File: src/core/tws_pkg.sv
// shared constants, types and states of the trigger wait status block
// assumes a single 100 MHz clock and pin level trigger inputs
package tws_pkg;

    // ****************************************************************
    // timing
    // ****************************************************************
    localparam int unsigned CLK_PERIOD_NS = 10;
    localparam int unsigned READOUT_NS    = 12500;
    localparam int unsigned READOUT_CYC   = (READOUT_NS + CLK_PERIOD_NS - 1) / CLK_PERIOD_NS;
    localparam int          CNT_W         = 16;
    localparam logic [CNT_W-1:0] READOUT_LOAD = CNT_W'(READOUT_CYC);

    // ****************************************************************
    // indices, widths, reset values
    // ****************************************************************
    localparam int N_TRIG     = 3;
    localparam int TRIG_ACQ   = 0;
    localparam int TRIG_FRAME = 1;
    localparam int TRIG_LINE  = 2;
    localparam int N_OUT      = 2;
    localparam int OUT_SEL_W  = 1;
    localparam int FRM_W      = 8;

    localparam logic             BIT_RST  = 1'b0;
    localparam logic [CNT_W-1:0] CNT_RST  = 16'h0000;
    localparam logic [CNT_W-1:0] CNT_ONE  = 16'h0001;
    localparam logic [FRM_W-1:0] FRM_RST  = 8'h00;
    localparam logic [FRM_W-1:0] FRM_ONE  = 8'h01;

    // ****************************************************************
    // types
    // ****************************************************************
    typedef enum logic [1:0] {SRC_OFF, SRC_ACQ_WAIT, SRC_FRAME_WAIT, SRC_LINE_WAIT} tws_src_t;
    typedef enum logic {EXPO_TIMED, EXPO_TRIG_WIDTH} tws_expo_t;
    typedef enum {A_IDLE, A_WAIT, A_RUN} tws_acq_st_t;
    typedef enum {F_IDLE, F_WAIT, F_RUN} tws_frm_st_t;
    typedef enum {L_IDLE, L_GAP, L_WAIT, L_EXPO} tws_lin_st_t;

    localparam tws_src_t OUT_SRC_RST [N_OUT] = '{SRC_OFF, SRC_FRAME_WAIT};

    typedef struct packed {
        logic [N_TRIG-1:0] hw_trig_en;
        logic [N_TRIG-1:0] trig_falling;
        tws_expo_t         expo_mode;
        logic [CNT_W-1:0]  exposure_duration_setting;
        logic [CNT_W-1:0]  max_overlap_exposure_setting;
        logic [FRM_W-1:0]  frames_per_acq;
        logic [CNT_W-1:0]  lines_per_frame;
    } tws_cfg_t;

endpackage

File: src/core/tws_trig_sync.sv
// two-stage synchroniser and active edge detector for one trigger pin
// assumes the pin is asynchronous to clk_i
`timescale 1ns/1ps
module tws_trig_sync (
    input  wire logic clk_i,
    input  wire logic rstn_i,
    input  wire logic trig_i,
    input  wire logic falling_i,
    output logic      level_o,
    output logic      edge_o
);

    logic meta_r;
    logic sync_r;
    logic lvl_r;
    logic edge_r;
    logic lvl_nxt;
    logic edge_nxt;
    logic [2:0] arm_r;
    logic [2:0] arm_nxt;

    // ****************************************************************
    // edge detect
    // ****************************************************************
    // toggling falling_i mid-stream can fake one edge; change it while idle
    // lvl_r is only trustworthy three edges after reset; a falling-edge pin idles
    // high, so an unguarded detector would see a false edge right after reset
    always_comb begin
        arm_nxt  = {arm_r[1:0], 1'b1};
        lvl_nxt  = sync_r ^ falling_i;
        edge_nxt = lvl_nxt & ~lvl_r & arm_r[2];
    end

    always_ff @(posedge clk_i) begin
        if (!rstn_i) begin
            meta_r <= tws_pkg::BIT_RST;
            sync_r <= tws_pkg::BIT_RST;
            lvl_r  <= tws_pkg::BIT_RST;
            edge_r <= tws_pkg::BIT_RST;
            arm_r  <= 3'h0;
        end else begin
            meta_r <= trig_i;
            sync_r <= meta_r;
            lvl_r  <= lvl_nxt;
            edge_r <= edge_nxt;
            arm_r  <= arm_nxt;
        end
    end

    assign level_o = lvl_r;
    assign edge_o  = edge_r;

endmodule // tws_trig_sync

File: src/core/tws_trigger_wait.sv
// acquisition, frame and line wait status generation with output routing
// assumes trigger pins asynchronous, configuration static while acquiring
`timescale 1ns/1ps
module tws_trigger_wait (
    input  wire logic                         CLOCK_I,
    input  wire logic                         RESETN_I,
    input  wire tws_pkg::tws_cfg_t            CONFIG_I,
    input  wire logic                         ACQ_ENABLE_I,
    input  wire logic                         EXT_ACQUISITION_START_TRIGGER_I,
    input  wire logic                         EXT_FRAME_START_TRIGGER_I,
    input  wire logic                         EXT_LINE_START_TRIGGER_I,
    input  wire logic [tws_pkg::OUT_SEL_W-1:0] OUTPUT_PIN_SELECTOR_I,
    input  wire tws_pkg::tws_src_t            OUTPUT_PIN_SOURCE_I,
    input  wire logic                         OUTPUT_PIN_SOURCE_WE_I,
    output logic                              ACQ_WAIT_O,
    output logic                              FRAME_WAIT_O,
    output logic                              LINE_WAIT_O,
    output logic                              ACQ_OVERTRIG_O,
    output logic                              FRAME_OVERTRIG_O,
    output logic                              LINE_OVERTRIG_O,
    output logic [tws_pkg::N_OUT-1:0]         OUTPUT_LINES_O
);

    localparam int TA = tws_pkg::TRIG_ACQ;
    localparam int TF = tws_pkg::TRIG_FRAME;
    localparam int TL = tws_pkg::TRIG_LINE;

    logic [tws_pkg::N_TRIG-1:0] trig_raw;
    logic [tws_pkg::N_TRIG-1:0] trig_lvl;
    logic [tws_pkg::N_TRIG-1:0] trig_edge;
    logic [tws_pkg::N_TRIG-1:0] hw_en;
    logic [tws_pkg::N_TRIG-1:0] hw_edge;

    tws_pkg::tws_acq_st_t      acq_st_r;
    tws_pkg::tws_acq_st_t      acq_st_nxt;
    logic [tws_pkg::FRM_W-1:0] frames_left_r;
    logic [tws_pkg::FRM_W-1:0] frames_left_nxt;
    tws_pkg::tws_frm_st_t      frm_st_r;
    tws_pkg::tws_frm_st_t      frm_st_nxt;
    logic [tws_pkg::CNT_W-1:0] lines_left_r;
    logic [tws_pkg::CNT_W-1:0] lines_left_nxt;
    tws_pkg::tws_lin_st_t      lin_st_r;
    tws_pkg::tws_lin_st_t      lin_st_nxt;
    logic [tws_pkg::CNT_W-1:0] exp_cnt_r;
    logic [tws_pkg::CNT_W-1:0] exp_cnt_nxt;
    logic [tws_pkg::CNT_W-1:0] rd_cnt_r;
    logic [tws_pkg::CNT_W-1:0] rd_cnt_nxt;

    logic                      acq_take;
    logic                      frm_take;
    logic                      lin_take;
    logic                      width_mode;
    logic [tws_pkg::CNT_W-1:0] lead;
    logic                      headroom;
    logic                      expo_end;
    logic                      frame_done;

    logic [2:0]                wait_r;
    logic [2:0]                wait_nxt;
    logic [2:0]                ovt_r;
    logic [2:0]                ovt_nxt;
    tws_pkg::tws_src_t         src_r   [tws_pkg::N_OUT];
    tws_pkg::tws_src_t         src_nxt [tws_pkg::N_OUT];
    logic [tws_pkg::N_OUT-1:0] out_r;
    logic [tws_pkg::N_OUT-1:0] out_nxt;

    // ****************************************************************
    // trigger inputs
    // ****************************************************************
    assign trig_raw = {EXT_LINE_START_TRIGGER_I, EXT_FRAME_START_TRIGGER_I,
                       EXT_ACQUISITION_START_TRIGGER_I};
    assign hw_en    = CONFIG_I.hw_trig_en;
    assign hw_edge  = trig_edge & hw_en;

    generate
        for (genvar g = 0; g < tws_pkg::N_TRIG; g++) begin : g_sync
            tws_trig_sync u_sync (
                .clk_i     (CLOCK_I),
                .rstn_i    (RESETN_I),
                .trig_i    (trig_raw[g]),
                .falling_i (CONFIG_I.trig_falling[g]),
                .level_o   (trig_lvl[g]),
                .edge_o    (trig_edge[g])
            );
        end
    endgenerate

    // a disabled hardware trigger means the wait is left at once, internally
    assign acq_take = (acq_st_r == tws_pkg::A_WAIT) && (hw_en[TA] ? hw_edge[TA] : 1'b1);
    assign frm_take = (frm_st_r == tws_pkg::F_WAIT) && (hw_en[TF] ? hw_edge[TF] : 1'b1);
    assign lin_take = (lin_st_r == tws_pkg::L_WAIT) && (hw_en[TL] ? hw_edge[TL] : 1'b1);

    // ****************************************************************
    // line timing
    // ****************************************************************
    // width mode needs a real trigger pulse; internal lines fall back to timed
    assign width_mode = (CONFIG_I.expo_mode == tws_pkg::EXPO_TRIG_WIDTH) && hw_en[TL];
    assign lead       = width_mode ? CONFIG_I.max_overlap_exposure_setting
                                   : CONFIG_I.exposure_duration_setting;
    assign headroom   = (rd_cnt_r <= lead);
    // exposure may not end before the previous readout is free
    assign expo_end   = (lin_st_r == tws_pkg::L_EXPO) && (rd_cnt_r <= tws_pkg::CNT_ONE) &&
                        (width_mode ? !trig_lvl[TL] : (exp_cnt_r <= tws_pkg::CNT_ONE));
    assign frame_done = expo_end && (lines_left_r <= tws_pkg::CNT_ONE);

    // ****************************************************************
    // acquisition state
    // ****************************************************************
    always_comb begin
        acq_st_nxt      = acq_st_r;
        frames_left_nxt = frames_left_r;
        case (acq_st_r)
            tws_pkg::A_IDLE: begin
                if (ACQ_ENABLE_I) begin
                    acq_st_nxt = tws_pkg::A_WAIT;
                end
            end
            tws_pkg::A_WAIT: begin
                if (!ACQ_ENABLE_I) begin
                    acq_st_nxt = tws_pkg::A_IDLE;
                end else if (acq_take) begin
                    acq_st_nxt      = tws_pkg::A_RUN;
                    frames_left_nxt = (CONFIG_I.frames_per_acq == tws_pkg::FRM_RST) ?
                                      tws_pkg::FRM_ONE : CONFIG_I.frames_per_acq;
                end
            end
            tws_pkg::A_RUN: begin
                if (frame_done) begin
                    frames_left_nxt = frames_left_r - tws_pkg::FRM_ONE;
                    if (frames_left_r <= tws_pkg::FRM_ONE) begin
                        acq_st_nxt = tws_pkg::A_WAIT;
                    end
                end
            end
            default: acq_st_nxt = tws_pkg::A_IDLE;
        endcase
    end

    // ****************************************************************
    // frame state
    // ****************************************************************
    always_comb begin
        frm_st_nxt     = frm_st_r;
        lines_left_nxt = lines_left_r;
        case (frm_st_r)
            tws_pkg::F_IDLE: begin
                if (acq_st_r == tws_pkg::A_RUN) begin
                    frm_st_nxt = tws_pkg::F_WAIT;
                end
            end
            tws_pkg::F_WAIT: begin
                if (acq_st_r != tws_pkg::A_RUN) begin
                    frm_st_nxt = tws_pkg::F_IDLE;
                end else if (frm_take) begin
                    frm_st_nxt     = tws_pkg::F_RUN;
                    lines_left_nxt = (CONFIG_I.lines_per_frame == tws_pkg::CNT_RST) ?
                                     tws_pkg::CNT_ONE : CONFIG_I.lines_per_frame;
                end
            end
            tws_pkg::F_RUN: begin
                if (expo_end) begin
                    lines_left_nxt = lines_left_r - tws_pkg::CNT_ONE;
                end
                if (frame_done) begin
                    frm_st_nxt = tws_pkg::F_IDLE;
                end
            end
            default: frm_st_nxt = tws_pkg::F_IDLE;
        endcase
    end

    // ****************************************************************
    // line state
    // ****************************************************************
    always_comb begin
        lin_st_nxt  = lin_st_r;
        exp_cnt_nxt = (exp_cnt_r != tws_pkg::CNT_RST) ? exp_cnt_r - tws_pkg::CNT_ONE : exp_cnt_r;
        rd_cnt_nxt  = (rd_cnt_r != tws_pkg::CNT_RST) ? rd_cnt_r - tws_pkg::CNT_ONE : rd_cnt_r;
        case (lin_st_r)
            tws_pkg::L_IDLE: begin
                if (frm_st_r == tws_pkg::F_RUN) begin
                    lin_st_nxt = tws_pkg::L_GAP;
                end
            end
            tws_pkg::L_GAP: begin
                if (frm_st_r != tws_pkg::F_RUN) begin
                    lin_st_nxt = tws_pkg::L_IDLE;
                end else if (headroom) begin
                    lin_st_nxt = tws_pkg::L_WAIT;
                end
            end
            tws_pkg::L_WAIT: begin
                if (frm_st_r != tws_pkg::F_RUN) begin
                    lin_st_nxt = tws_pkg::L_IDLE;
                end else if (lin_take) begin
                    lin_st_nxt  = tws_pkg::L_EXPO;
                    exp_cnt_nxt = CONFIG_I.exposure_duration_setting;
                end
            end
            tws_pkg::L_EXPO: begin
                if (expo_end) begin
                    rd_cnt_nxt = tws_pkg::READOUT_LOAD;
                    lin_st_nxt = frame_done ? tws_pkg::L_IDLE : tws_pkg::L_GAP;
                end
            end
            default: lin_st_nxt = tws_pkg::L_IDLE;
        endcase
    end

    // ****************************************************************
    // status outputs
    // ****************************************************************
    always_comb begin
        wait_nxt[TA] = (acq_st_nxt == tws_pkg::A_WAIT) && hw_en[TA];
        wait_nxt[TF] = (frm_st_nxt == tws_pkg::F_WAIT) && hw_en[TF];
        wait_nxt[TL] = (lin_st_nxt == tws_pkg::L_WAIT);
        ovt_nxt[TA]  = hw_edge[TA] && (acq_st_r != tws_pkg::A_WAIT);
        ovt_nxt[TF]  = hw_edge[TF] && (frm_st_r != tws_pkg::F_WAIT);
        ovt_nxt[TL]  = hw_edge[TL] && (lin_st_r != tws_pkg::L_WAIT);
    end

    always_ff @(posedge CLOCK_I) begin
        if (!RESETN_I) begin
            acq_st_r      <= tws_pkg::A_IDLE;
            frames_left_r <= tws_pkg::FRM_RST;
            frm_st_r      <= tws_pkg::F_IDLE;
            lines_left_r  <= tws_pkg::CNT_RST;
            lin_st_r      <= tws_pkg::L_IDLE;
            exp_cnt_r     <= tws_pkg::CNT_RST;
            rd_cnt_r      <= tws_pkg::CNT_RST;
            wait_r        <= {3{tws_pkg::BIT_RST}};
            ovt_r         <= {3{tws_pkg::BIT_RST}};
        end else begin
            acq_st_r      <= acq_st_nxt;
            frames_left_r <= frames_left_nxt;
            frm_st_r      <= frm_st_nxt;
            lines_left_r  <= lines_left_nxt;
            lin_st_r      <= lin_st_nxt;
            exp_cnt_r     <= exp_cnt_nxt;
            rd_cnt_r      <= rd_cnt_nxt;
            wait_r        <= wait_nxt;
            ovt_r         <= ovt_nxt;
        end
    end

    assign ACQ_WAIT_O       = wait_r[TA];
    assign FRAME_WAIT_O     = wait_r[TF];
    assign LINE_WAIT_O      = wait_r[TL];
    assign ACQ_OVERTRIG_O   = ovt_r[TA];
    assign FRAME_OVERTRIG_O = ovt_r[TF];
    assign LINE_OVERTRIG_O  = ovt_r[TL];

    // ****************************************************************
    // output line routing
    // ****************************************************************
    generate
        for (genvar g = 0; g < tws_pkg::N_OUT; g++) begin : g_out
            always_comb begin
                src_nxt[g] = src_r[g];
                if (OUTPUT_PIN_SOURCE_WE_I &&
                    (OUTPUT_PIN_SELECTOR_I == tws_pkg::OUT_SEL_W'(g))) begin
                    src_nxt[g] = OUTPUT_PIN_SOURCE_I;
                end
                case (src_r[g])
                    tws_pkg::SRC_ACQ_WAIT:   out_nxt[g] = wait_r[TA];
                    tws_pkg::SRC_FRAME_WAIT: out_nxt[g] = wait_r[TF];
                    tws_pkg::SRC_LINE_WAIT:  out_nxt[g] = wait_r[TL];
                    default:                 out_nxt[g] = 1'b0;
                endcase
            end

            always_ff @(posedge CLOCK_I) begin
                if (!RESETN_I) begin
                    src_r[g] <= tws_pkg::OUT_SRC_RST[g];
                    out_r[g] <= tws_pkg::BIT_RST;
                end else begin
                    src_r[g] <= src_nxt[g];
                    out_r[g] <= out_nxt[g];
                end
            end
        end
    endgenerate

    assign OUTPUT_LINES_O = out_r;
endmodule // tws_trigger_wait

File: config.mk
export PLATFORM = sky130hd
export DESIGN_NAME = tws_trigger_wait
export DESIGN_NICKNAME = d
export VERILOG_FILES = /design/src/core/tws_pkg.sv /design/src/core/tws_trig_sync.sv /design/src/core/tws_trigger_wait.sv
export SDC_FILE = /design/constraint.sdc
export NUM_CORES = 1
export LEC_CHECK = 0
export ABC_AREA = 1
export CORE_ASPECT_RATIO = 0.75
export CORE_UTILIZATION = 28
export CTS_CLUSTER_DIAMETER = 120
export DETAILED_ROUTE_END_ITERATION = 7
export DONT_BUFFER_PORTS = 1
export GPL_ROUTABILITY_DRIVEN = 0
export PLACE_DENSITY = 0.47
export SLEW_MARGIN = 20
export SYNTH_ARGS = -nofsm -noshare
export SYNTH_HDL_FRONTEND = slang
export SYNTH_SLANG_ARGS = --single-unit
File: constraint.sdc
create_clock -name CLOCK_I -period 2.3 [get_ports CLOCK_I]
set_input_delay 0 -clock CLOCK_I [delete_from_list [all_inputs] [get_ports CLOCK_I]]
set_output_delay 0 -clock CLOCK_I [all_outputs]
set_load 0.03 [all_outputs]
==> impl_metrics.xml, run 1 <==
<?xml version="1.0" encoding="UTF-8"?>
<metrics>
  <group name="critical_path">
    <metric name="critPathMostFrequentCell" unit="">nor2_1</metric>
    <metric name="worst-path-stages" unit="">12</metric>
    <metric name="rr_startpoint" unit="">acq_st_r[12]$_SDFF_PN0_</metric>
    <metric name="cp-end-kind" unit="">register</metric>
    <metric name="start_kind" unit="">register</metric>
    <metric name="rr_endpoint" unit="">frames_left_r[0]$_SDFFE_PN0P_</metric>
    <metric name="critical-path-top-delay-family" unit="">buffers and inverters</metric>
    <metric name="timing.reg2reg.setup_slack" unit="ps">150</metric>
    <metric name="crit_arrival" unit="ps">2470</metric>
    <metric name="path_cells" unit="">nor2_1 -&gt; nand2_1 -&gt; nor2_2 -&gt; inv_1 -&gt; nor2_2 -&gt; nand3_2 -&gt; buf_4 -&gt; o21ai_0 -&gt; dlygate4sd3_1 -&gt; o21ai_0 -&gt; nor2_1 -&gt; nor2_1</metric>
    <metric name="timing.critical_path.slowest_cell_delay" unit="ps">550</metric>
    <metric name="r2r_cells" unit="">12</metric>
    <metric name="cp.required" unit="ps">2630</metric>
    <metric name="worstPathMaxFanout" unit="">13</metric>
    <metric name="slowest_stage" unit="">dlygate4sd3_1</metric>
    <metric name="crit_path_buffers_inverters" unit="">3</metric>
    <metric name="critPathKind" unit="">reg2reg</metric>
  </group>
  <group name="synthesis">
    <metric name="postSynthAreaPerCell" unit="µm²">7.599</metric>
    <metric name="synth_edf_count" unit="">0</metric>
    <metric name="post_synth_num_cell_types" unit="">45</metric>
    <metric name="yosysSeqAreaShare" unit="%">45.61</metric>
    <metric name="async_set_reset_flop_share_out_of_synthesis" unit="%">0</metric>
    <metric name="synth_top_flop_cell" unit="">dfxtp_1</metric>
    <metric name="post_synth_inst_count" unit="">1034</metric>
    <metric name="ys.warnings.count" unit="">0</metric>
    <metric name="synth-seq-cells" unit="">179</metric>
    <metric name="synth_area" unit="µm²">7858</metric>
  </group>
  <group name="cells_and_area">
    <metric name="finish.instance_area" unit="µm²">9839</metric>
    <metric name="layout.cells.most_common_list" unit="">214 x nand2_1, 207 x nor2_1, 179 x dfxtp_1</metric>
    <metric name="post_route_cells_drive_above_1_share" unit="%">7.107</metric>
    <metric name="area_growth_syn_to_layout" unit="%">25.22</metric>
    <metric name="post-route-util" unit="%">36.09</metric>
    <metric name="nets" unit="">1296</metric>
    <metric name="diodes" unit="">0</metric>
    <metric name="layout_commonest_cell" unit="">nand2_1</metric>
  </group>
  <group name="die">
    <metric name="floorplan.die.width" unit="µm">195.4</metric>
    <metric name="fp.coreArea" unit="µm²">27260</metric>
    <metric name="die_area" unit="µm²">28740</metric>
    <metric name="placement_rows" unit="">52</metric>
    <metric name="die_height" unit="µm">147.1</metric>
    <metric name="design.portCount" unit="">81</metric>
    <metric name="starting_utilization_of_the_core_area" unit="%">28.82</metric>
  </group>
  <group name="hold_path">
    <metric name="hold_end" unit="">lines_left_r[0]$_SDFFE_PN0P_</metric>
    <metric name="hold-path-cell-count" unit="">7</metric>
    <metric name="min_from" unit="">CONFIG_I[5]</metric>
    <metric name="hp-class" unit="">in2reg</metric>
  </group>
  <group name="clock_tree">
    <metric name="tritoncts_num_sinks" unit="">179</metric>
    <metric name="cts_inserted_buffers" unit="">17</metric>
    <metric name="ctsHtreeMaxLevel" unit="">4</metric>
    <metric name="clkSlewWorstSetupHoldPaths" unit="ps">80</metric>
    <metric name="post-cts-setup-buffer-count" unit="">0</metric>
    <metric name="root_buffer" unit="">clkbuf_16</metric>
    <metric name="worst_skew_pair.late_latency" unit="ps">440</metric>
    <metric name="cts_tree" unit="">yes</metric>
    <metric name="cts-root-to-sink-buffers" unit="">2</metric>
  </group>
  <group name="global_route">
    <metric name="initial_antenna_violation_count" unit="">0</metric>
    <metric name="maximum_number_of_pins_on_one_net_before_global_route_repair" unit="">60</metric>
    <metric name="number_of_global_route_vias_before_repair" unit="">6228</metric>
    <metric name="groute.usage.overall" unit="%">14.27</metric>
    <metric name="globalRouteOverflowTotal" unit="">0</metric>
    <metric name="grt_first_pass_wirelength" unit="mm">31.97</metric>
  </group>
  <group name="sta">
    <metric name="finalCritPeriodShare" unit="%">93.26</metric>
    <metric name="timing.final.setup_violations" unit="">0</metric>
    <metric name="layout_min_cycle_time" unit="ps">2145</metric>
    <metric name="finalClockSkew" unit="ps">13.88</metric>
    <metric name="final_setup_tns" unit="ps">0</metric>
    <metric name="worst_slew_pin_slew" unit="ps">528.5</metric>
    <metric name="hold_viol_final" unit="">0</metric>
    <metric name="clock.fmax" unit="GHz">0.4662</metric>
    <metric name="maxSlewHeadroom" unit="%">64.44</metric>
    <metric name="timing_max_transition_violations_final" unit="">0</metric>
  </group>
  <group name="detailed_routing">
    <metric name="overall_via_count_from_detail_route" unit="">6649</metric>
    <metric name="drtIter0Drc" unit="">392</metric>
    <metric name="drt-total-wl" unit="mm">19.42</metric>
    <metric name="drcViolationCount" unit="">0</metric>
    <metric name="post_drt_wl_per_cell" unit="µm">12.44</metric>
    <metric name="drt-vias-per-instance" unit="">4.259</metric>
    <metric name="detailedRoute.firstPassIterationCount" unit="">5</metric>
    <metric name="detail-route-antenna-nets" unit="">0</metric>
  </group>
  <group name="power_and_ir_drop">
    <metric name="pwr_density_cell" unit="nW/µm²">934.9</metric>
    <metric name="ir_worst_vdd" unit="µV">543.8</metric>
    <metric name="totalPowerFinal" unit="µW">9199</metric>
    <metric name="cellLeakagePower" unit="µW">0.004540</metric>
  </group>
  <group name="job">
    <metric name="drv.max_cap_violation_count" unit="">0</metric>
  </group>
  <group name="outcome">
    <metric name="status" unit="">finished, final reports clean</metric>
  </group>
  <group name="placed_design">
    <metric name="hpwlAfterDp" unit="mm">14.32</metric>
    <metric name="placement.io_buffers" unit="">0</metric>
    <metric name="postPlaceCellArea" unit="µm²">8601</metric>
  </group>
</metrics>
-- metal layers --
layer	up-vias	wire [µm]	GRT usage, %
met3	22	895	3.352
met4	0	309	5.118
met1	2904	10540	20.82
met2	129	7669	20.25
met5	-	0	0
li1	3594	-	-
-- where the power goes --
part           internal, µW  switching, µW
Clock                  1540           1330
Combinational          1010           1590
Sequential             3430            299
-- tightest hold or removal path, stage by stage --
cell and delay [ps]:
nor2_1 20, nand4_1 60, nor2_1 40, nor2_1 80, o21ai_0 70, o21ai_0 140
nor2_1 50
-- synthesized netlist by cell type, drive strengths merged (8+ instances only) --
cell	n	area (µm²)
mux2i	16	160.2
nand3	38	230.2
o21ai	60	304.0
a21oi	40	204.0
xnor2	10	87.58
nor2	225	907.1
xor2	17	148.9
nor4	12	75.07
nand2	224	875.8
inv	95	359.1
nand4	28	175.2
a31oi	8	50.05
ha	26	325.3
nor3	20	110.1
buf	11	83.82
dfxtp	179	3583
-- flip-flops by register name, summed over array words and instances (netlist names), 4 cells and up --
signal and flops:
frames_left_r 8, src_r 4, rd_cnt_r 16, acq_st_r 32, frm_st_r 32, lines_left_r 16
lin_st_r 32, exp_cnt_r 16
-- kinds of logic (layout without fill, tap and decap cells) --
group | after synthesis | count (layout) | synth area share, %
compound gates | 118 | 118 | 8.089
xor+xnor | 27 | 27 | 3.009
fa+ha+maj | 26 | 26 | 4.140
buf+inv | 113 | 200 | 6.003
flops | 179 | 179 | 45.61
mux | 17 | 17 | 2.181
other cells | 1 | 90 | 0.04772
simple gates | 553 | 553 | 30.92
-- area by class of cell --
type / count / area [µm²]
Fill cell: 2881 / 17420
Multi-Input combinational cell: 831 / 4149
Timing Repair Buffer: 71 / 720.7
Sequential cell: 179 / 3583
Tap cell: 351 / 439.2
Clock buffer: 19 / 432.9
Clock inverter: 13 / 145.1
Inverter: 97 / 369.1
-- how the worst max path moves through the flow --
stage / startpoint / end / slack, ps
2_1_floorplan: CONFIG_I[62] / lin_st_r[0]$_SDFF_PN0_ / 440
3_5_place_dp: rd_cnt_r[0]$_SDFF_PN0_ / lines_left_r[0]$_SDFFE_PN0P_ / 240
3_3_place_gp: CONFIG_I[62] / lin_st_r[0]$_SDFF_PN0_ / 240
4_1_cts: acq_st_r[12]$_SDFF_PN0_ / frames_left_r[0]$_SDFFE_PN0P_ / 90
6_report: acq_st_r[12]$_SDFF_PN0_ / frames_left_r[0]$_SDFFE_PN0P_ / 150
5_1_grt: acq_st_r[12]$_SDFF_PN0_ / frames_left_r[0]$_SDFFE_PN0P_ / -0.6
-- stage by stage --
step | setup WS, ps | hold slack, ps | std cells
after floorplan | 440.9 | 27.72 | 1123
after global placement | 236.8 | 37.65 | 1466
after detailed placement | 242.3 | 36.79 | 1466
after CTS | 92.99 | 34.12 | 1561
after global routing | -0.5682 | 107.0 | 1561
final | 155.0 | 57.89 | 1561
-- timing repair --
item | CTS | global route
endpoints found under the hold margin | 81 | 0
gates resized for setup | 0 | 4
endpoints found under the setup margin | 0 | 1
hold buffers | 63 | 0
Power figures use the tool's default switching activity.
==> inputs of run 2 (changes only) <==
==> constraint.sdc (replaced) <==
create_clock -name CLOCK_I -period 2.05 [get_ports CLOCK_I]
set_input_delay 0 -clock CLOCK_I [delete_from_list [all_inputs] [get_ports CLOCK_I]]
set_output_delay 0 -clock CLOCK_I [all_outputs]
set_load 0.03 [all_outputs]
==> run 2 against run 1 <==
Register-to-register slack better by 60 ps. Critical path depth down 1. Clock skew down 1.4 ps. Combinational power up 15%. Global-route usage about the same. Cell count up 1.3%. Maximum frequency up 17%. Cell area up 2.5%. Sequential share of layout area down 0.90 points. Via count about the same. Non-clock buffer count up 20. Clock power up 21%. Largest cell class unchanged.
==> impl_metrics.xml, run 2 (same netlist as run 1, synthesis figures left out) <==
<?xml version="1.0" encoding="UTF-8"?>
<metrics>
  <group name="placed_design">
    <metric name="hpwlAfterDp" unit="mm">14.55</metric>
    <metric name="placement.io_buffers" unit="">0</metric>
  </group>
  <group name="critical_path">
    <metric name="rr_startpoint" unit="">exp_cnt_r[0]$_SDFF_PN0_</metric>
    <metric name="critPathKind" unit="">reg2reg</metric>
    <metric name="cp-end-kind" unit="">register</metric>
    <metric name="crit_path_buffers_inverters" unit="">1</metric>
    <metric name="critPathLaunch" unit="">exp_cnt_r[0]$_SDFF_PN0_</metric>
    <metric name="worstPathMaxFanout" unit="">9</metric>
    <metric name="timing.critical_path.slowest_cell_delay" unit="ps">340</metric>
    <metric name="cp.required" unit="ps">2380</metric>
    <metric name="critical-path-top-delay-family" unit="">simple AND/OR/NAND/NOR gates</metric>
    <metric name="critPathMostFrequentCell" unit="">nor2_1</metric>
    <metric name="start_kind" unit="">register</metric>
    <metric name="crit_arrival" unit="ps">2170</metric>
    <metric name="slowest_stage" unit="">dfxtp_1</metric>
    <metric name="path_cells" unit="">inv_1 -&gt; ha_1 -&gt; nor2_1 -&gt; nor2_1 -&gt; nand3_2 -&gt; a21oi_4 -&gt; nand3_2 -&gt; nand2_2 -&gt; nand2_4 -&gt; o21ai_0 -&gt; nor2_1</metric>
  </group>
  <group name="die">
    <metric name="design.portCount" unit="">81</metric>
    <metric name="fp.coreArea" unit="µm²">27260</metric>
    <metric name="placement_rows" unit="">52</metric>
    <metric name="starting_utilization_of_the_core_area" unit="%">28.82</metric>
    <metric name="floorplan.die.width" unit="µm">195.4</metric>
    <metric name="die_height" unit="µm">147.1</metric>
    <metric name="die_area" unit="µm²">28740</metric>
  </group>
  <group name="cells_and_area">
    <metric name="post_route_cells_drive_above_1_share" unit="%">9.431</metric>
    <metric name="post-route-util" unit="%">37.01</metric>
    <metric name="area_growth_syn_to_layout" unit="%">28.41</metric>
    <metric name="diodes" unit="">0</metric>
    <metric name="layout_commonest_cell" unit="">nand2_1</metric>
    <metric name="layout.cells.most_common_list" unit="">214 x nand2_1, 204 x nor2_1, 179 x dfxtp_1</metric>
    <metric name="nets" unit="">1316</metric>
    <metric name="registers_with_the_most_flip_flops" unit="">acq_st_r x32, frm_st_r x32, lin_st_r x32</metric>
  </group>
  <group name="detailed_routing">
    <metric name="drt-total-wl" unit="mm">19.46</metric>
    <metric name="post_drt_wl_per_cell" unit="µm">12.31</metric>
    <metric name="detail-route-antenna-nets" unit="">0</metric>
    <metric name="drt-vias-per-instance" unit="">4.209</metric>
    <metric name="drcViolationCount" unit="">0</metric>
    <metric name="overall_via_count_from_detail_route" unit="">6655</metric>
    <metric name="drtIter0Drc" unit="">444</metric>
    <metric name="detailedRoute.firstPassIterationCount" unit="">5</metric>
  </group>
  <group name="global_route">
    <metric name="number_of_global_route_vias_before_repair" unit="">6166</metric>
    <metric name="initial_antenna_violation_count" unit="">0</metric>
    <metric name="global_route_met3_usage" unit="%">3.398</metric>
    <metric name="grt_first_pass_wirelength" unit="mm">32.00</metric>
    <metric name="grt_busiest_layer" unit="">met1</metric>
    <metric name="groute.usage.overall" unit="%">14.30</metric>
    <metric name="globalRouteOverflowTotal" unit="">0</metric>
    <metric name="met2_usage" unit="%">19.54</metric>
    <metric name="met1_usage" unit="%">21.68</metric>
    <metric name="maximum_number_of_pins_on_one_net_before_global_route_repair" unit="">60</metric>
  </group>
  <group name="sta">
    <metric name="clock.fmax" unit="GHz">0.5448</metric>
    <metric name="finalCritPeriodShare" unit="%">89.54</metric>
    <metric name="layout_min_cycle_time" unit="ps">1836</metric>
    <metric name="finalClockSkew" unit="ps">12.53</metric>
    <metric name="rsz0062_at_grt" unit="">false</metric>
    <metric name="timing.final.setup_violations" unit="">0</metric>
    <metric name="timing_max_transition_violations_final" unit="">0</metric>
    <metric name="hold_viol_final" unit="">0</metric>
    <metric name="final_setup_tns" unit="ps">0</metric>
  </group>
  <group name="hold_path">
    <metric name="hp-class" unit="">in2reg</metric>
    <metric name="min_from" unit="">CONFIG_I[5]</metric>
  </group>
  <group name="clock_tree">
    <metric name="worst_skew_pair.late_latency" unit="ps">440</metric>
    <metric name="ctsHtreeMaxLevel" unit="">4</metric>
    <metric name="cts-root-to-sink-buffers" unit="">2</metric>
    <metric name="tritoncts_num_sinks" unit="">179</metric>
    <metric name="cts_inserted_buffers" unit="">17</metric>
    <metric name="root_buffer" unit="">clkbuf_16</metric>
    <metric name="cts_tree" unit="">yes</metric>
    <metric name="clkSlewWorstSetupHoldPaths" unit="ps">80</metric>
  </group>
  <group name="outcome">
    <metric name="status" unit="">finished, final reports clean</metric>
  </group>
  <group name="power_and_ir_drop">
    <metric name="cellLeakagePower" unit="µW">0.004687</metric>
    <metric name="ir_worst_vdd" unit="µV">557.1</metric>
    <metric name="pwr_density_cell" unit="nW/µm²">1054</metric>
  </group>
  <group name="job">
    <metric name="drv.max_cap_violation_count" unit="">0</metric>
  </group>
</metrics>
==> run 2: changes by cell type in the layout (fill, tap and decap cells not counted), sizes merged <==
cell	before	now
inv	101	103
clkbuf	19	17
clkinv	7	6
dlygate4sd3	62	58
bufinv	1	2
buf	9	33
==> run 2: final cells by class <==
type | count | area, µm²
repair buffers | 91 | 898.4
inverters | 97 | 369.1
fillers | 2847 | 17170
clock inverters | 15 | 205.2
multi-input cells | 831 | 4169
well taps | 351 | 439.2
clock buffers | 17 | 425.4
flip-flops and latches | 179 | 3583
==> run 2: tightest hold or removal path, cell delays in order <==
cell and delay, ps:
nor2_1 20, nand4_1 60, nor2_1 40, nor2_1 100, o21ai_0 80, o21ai_0 140, nor2_1 50
==> run 2: timing repair <==
item                                    in CTS  in global routing
gates resized for setup                      0                 10
hold endpoints to repair                    86                  0
hold buffers                                59                  0
endpoints found under the setup margin       0                 20
buffers inserted                             0                  0
==> run 2: final timing paths <==
path,to,cells past startpoint,slack (ps)
max reg2reg,frames_left_r[4]$_SDFFE_PN0P_,11,210
min,lines_left_r[0]$_SDFFE_PN0P_,7,90
max,frames_left_r[4]$_SDFFE_PN0P_,11,210
min reg2reg,g_sync[1].u_sync.edge_o$_SDFF_PN0_,1,390
==> run 2: power breakdown <==
group          internal, µW  leakage [µW]  switching [µW]
clock                  1880      0.000305            1580
sequential             3850       0.00149             324
combinational          1190       0.00290            1820
total                  6910       0.00469            3720
==> run 2: metal layers <==
| layer | wire length [µm] | share of wire, % |
|---|---|---|
| met5 | 0 | 0 |
| met4 | 289 | 1.5 |
| met3 | 1020 | 5.2 |
| met2 | 7354 | 38 |
| met1 | 10790 | 55 |
==> run 2: per-stage QoR <==
stage          power [µW]  instance area [µm²]  cells  hold WS (ps)  setup slack (ps)
2_1_floorplan        6355                 8192   1123         27.72             190.9
6_report            10640                10090   1581         88.16             214.5
3_3_place_gp         7103                 8818   1490         38.46             97.99
3_5_place_dp         7089                 8818   1490         37.17             49.07
5_1_grt             11370                10090   1581         120.8             3.314
4_1_cts             10720                10060   1581         59.03             87.91
==> inputs of run 3 (changes only) <==
==> constraint.sdc (replaced) <==
create_clock -name CLOCK_I -period 2.05 [get_ports CLOCK_I]
set_input_delay 0.41 -clock CLOCK_I [delete_from_list [all_inputs] [get_ports CLOCK_I]]
set_output_delay 0.41 -clock CLOCK_I [all_outputs]
set_load 0.03 [all_outputs]
==> run 3 against run 2 <==
Global-route usage decreased by 0.17 points. Cell area fell by 5.1%. Highest routed layer unchanged. Count of clock-buffer cells in the layout is 1 higher. Clock power rose by 2%.
==> impl_metrics.xml, run 3 (same netlist as run 1, synthesis figures left out) <==
<?xml version="1.0" encoding="UTF-8"?>
<metrics>
  <group name="critical_path">
    <metric name="critPathKind" unit="">reg2reg</metric>
    <metric name="worstPathMaxFanout" unit="">18</metric>
    <metric name="crit_arrival" unit="ps">2230</metric>
    <metric name="start_kind" unit="">register</metric>
    <metric name="crit_path_buffers_inverters" unit="">2</metric>
    <metric name="timing.critical_path.slowest_cell_delay" unit="ps">380</metric>
    <metric name="critical-path-top-delay-family" unit="">simple AND/OR/NAND/NOR gates</metric>
    <metric name="cp-end-kind" unit="">register</metric>
    <metric name="slowest_stage" unit="">o21ai_0</metric>
    <metric name="cp.required" unit="ps">2360</metric>
    <metric name="path_cells" unit="">nor2_1 -&gt; nand2_1 -&gt; nor2_4 -&gt; inv_2 -&gt; nor2_2 -&gt; nand2_2 -&gt; inv_4 -&gt; nand3_4 -&gt; o21ai_0 -&gt; a31oi_1</metric>
  </group>
  <group name="sta">
    <metric name="hold_viol_final" unit="">0</metric>
    <metric name="timing.final.setup_violations" unit="">0</metric>
    <metric name="layout_min_cycle_time" unit="ps">1923</metric>
    <metric name="rsz0062_at_grt" unit="">false</metric>
    <metric name="finalCritPeriodShare" unit="%">93.83</metric>
    <metric name="finalClockSkew" unit="ps">21.05</metric>
    <metric name="maxSlewHeadroom" unit="%">64.59</metric>
    <metric name="clock.fmax" unit="GHz">0.5199</metric>
    <metric name="timing_max_transition_violations_final" unit="">0</metric>
    <metric name="worst_slew_pin_slew" unit="ps">530.5</metric>
  </group>
  <group name="job">
    <metric name="drv.max_cap_violation_count" unit="">0</metric>
  </group>
  <group name="power_and_ir_drop">
    <metric name="pwr_density_cell" unit="nW/µm²">1112</metric>
    <metric name="ir_worst_vdd" unit="µV">712.3</metric>
    <metric name="combinationalPowerShare" unit="%">27.8</metric>
    <metric name="power.share.clock" unit="%">33.1</metric>
    <metric name="power.net_switching" unit="µW">3647</metric>
    <metric name="seq_power_share" unit="%">39.1</metric>
    <metric name="p_sw_share" unit="%">34.25</metric>
    <metric name="internal_power" unit="µW">7002</metric>
    <metric name="cellLeakagePower" unit="µW">0.004486</metric>
  </group>
  <group name="hold_path">
    <metric name="hp-class" unit="">in2reg</metric>
  </group>
  <group name="cells_and_area">
    <metric name="diodes" unit="">0</metric>
    <metric name="layout.cells.most_common_list" unit="">213 x nand2_1, 205 x nor2_1, 179 x dfxtp_1</metric>
    <metric name="finish.instance_area" unit="µm²">9574</metric>
    <metric name="layout_commonest_cell" unit="">nand2_1</metric>
    <metric name="registers_with_the_most_flip_flops" unit="">acq_st_r x32, frm_st_r x32, lin_st_r x32</metric>
    <metric name="post_route_cells_drive_above_1_share" unit="%">10.89</metric>
    <metric name="nets" unit="">1271</metric>
    <metric name="post-route-util" unit="%">35.12</metric>
    <metric name="area_growth_syn_to_layout" unit="%">21.85</metric>
    <metric name="non_filler_instance_count_after_layout" unit="">1536</metric>
  </group>
  <group name="die">
    <metric name="fp.coreArea" unit="µm²">27260</metric>
    <metric name="placement_rows" unit="">52</metric>
    <metric name="floorplan.die.width" unit="µm">195.4</metric>
    <metric name="design.portCount" unit="">81</metric>
    <metric name="die_height" unit="µm">147.1</metric>
    <metric name="die_area" unit="µm²">28740</metric>
    <metric name="starting_utilization_of_the_core_area" unit="%">28.82</metric>
  </group>
  <group name="global_route">
    <metric name="grt_first_pass_wirelength" unit="mm">31.58</metric>
    <metric name="globalRouteOverflowTotal" unit="">0</metric>
    <metric name="number_of_global_route_vias_before_repair" unit="">6039</metric>
    <metric name="groute.usage.overall" unit="%">14.13</metric>
    <metric name="initial_antenna_violation_count" unit="">0</metric>
    <metric name="maximum_number_of_pins_on_one_net_before_global_route_repair" unit="">60</metric>
  </group>
  <group name="detailed_routing">
    <metric name="detailedRoute.firstPassIterationCount" unit="">6</metric>
    <metric name="detail-route-antenna-nets" unit="">0</metric>
    <metric name="drt-vias-per-instance" unit="">4.259</metric>
    <metric name="drtIter0Drc" unit="">415</metric>
    <metric name="drt-total-wl" unit="mm">19.30</metric>
    <metric name="post_drt_wl_per_cell" unit="µm">12.56</metric>
    <metric name="overall_via_count_from_detail_route" unit="">6542</metric>
    <metric name="drcViolationCount" unit="">0</metric>
  </group>
  <group name="clock_tree">
    <metric name="tritoncts_num_sinks" unit="">179</metric>
    <metric name="ctsHtreeMaxLevel" unit="">4</metric>
    <metric name="clkSlewWorstSetupHoldPaths" unit="ps">70</metric>
    <metric name="cts-root-to-sink-buffers" unit="">2</metric>
    <metric name="root_buffer" unit="">clkbuf_16</metric>
    <metric name="cts_inserted_buffers" unit="">17</metric>
    <metric name="cts_tree" unit="">yes</metric>
    <metric name="worst_skew_pair.late_latency" unit="ps">440</metric>
  </group>
  <group name="placed_design">
    <metric name="placement.io_buffers" unit="">0</metric>
    <metric name="place.detailed.instances" unit="">1501</metric>
    <metric name="hpwlAfterDp" unit="mm">14.59</metric>
    <metric name="postPlaceCellArea" unit="µm²">8876</metric>
  </group>
  <group name="outcome">
    <metric name="status" unit="">finished, final reports clean</metric>
  </group>
</metrics>
run 3: changes by cell type in the layout (fill, tap and decap cells not counted), moves of 2 or more:
cell,change
dlygate4sd3_1,-57
nor2_2,-2
clkinv_8,-3
buf_12,-2
buf_4,+15
run 3: area by class of cell:
| class | count | area, µm² |
|---|---|---|
| clock inverter | 14 | 188.9 |
| tap | 351 | 439.2 |
| clock buffer | 18 | 439.2 |
| fill | 2819 | 17690 |
| multi-input combinational | 831 | 4180 |
| timing repair buffer | 46 | 372.9 |
| inverter | 97 | 370.4 |
| sequential | 179 | 3583 |
run 3: stage by stage:
step | hold WS, ps | setup WS [ps] | power, µW | TNS [ps]
6_report | 69.35 | 126.5 | 10650 | 0
5_1_grt | 46.48 | 3.380 | 11390 | 0
4_1_cts | 46.32 | 93.28 | 10720 | 0
3_5_place_dp | 386.7 | -162.9 | 7145 | -437.5
3_3_place_gp | 382.8 | -160.6 | 7152 | -466.0
2_1_floorplan | 373.2 | 7.754 | 6359 | 0
run 3: what timing repair did:
item,in CTS,in global routing
hold buffers,1,0
resized for setup,0,12
setup buffers,0,2
endpoints found under the hold margin,1,0
endpoints found under the setup margin,0,27
run 3: power groups by stage:
| stage | registers, µW | logic (µW) | clock network, µW |
|---|---|---|---|
| floorplan | 4180 | 2180 | 0 |
| global placement | 4240 | 2910 | 0 |
| detailed placement | 4240 | 2910 | 0 |
| CTS | 4160 | 2920 | 3640 |
| global route | 4220 | 3390 | 3780 |
| finish | 4160 | 2960 | 3530 |
run 3: worst paths after layout:
check                                      start                                 end  cells after the start  slack (ps)
max                      frm_st_r[15]$_SDFF_PN0_            exp_cnt_r[11]$_SDFF_PN0_                     10         130
min              EXT_ACQUISITION_START_TRIGGER_I  g_sync[0].u_sync.meta_r$_SDFF_PN0_                      2          70
max reg2reg              frm_st_r[15]$_SDFF_PN0_            exp_cnt_r[11]$_SDFF_PN0_                     10         130
min reg2reg  g_sync[0].u_sync.level_o$_SDFF_PN0_  g_sync[0].u_sync.edge_o$_SDFF_PN0_                      1         400
run 3: routing by layer:
| layer | GRT usage, % | vias up | routed length (µm) |
|---|---|---|---|
| met3 | 3.834 | 12 | 1037 |
| li1 | - | 3533 | - |
| met5 | 0 | - | 0 |
| met4 | 3.898 | 0 | 234 |
| met1 | 21.00 | 2860 | 10450 |
| met2 | 19.71 | 137 | 7571 |
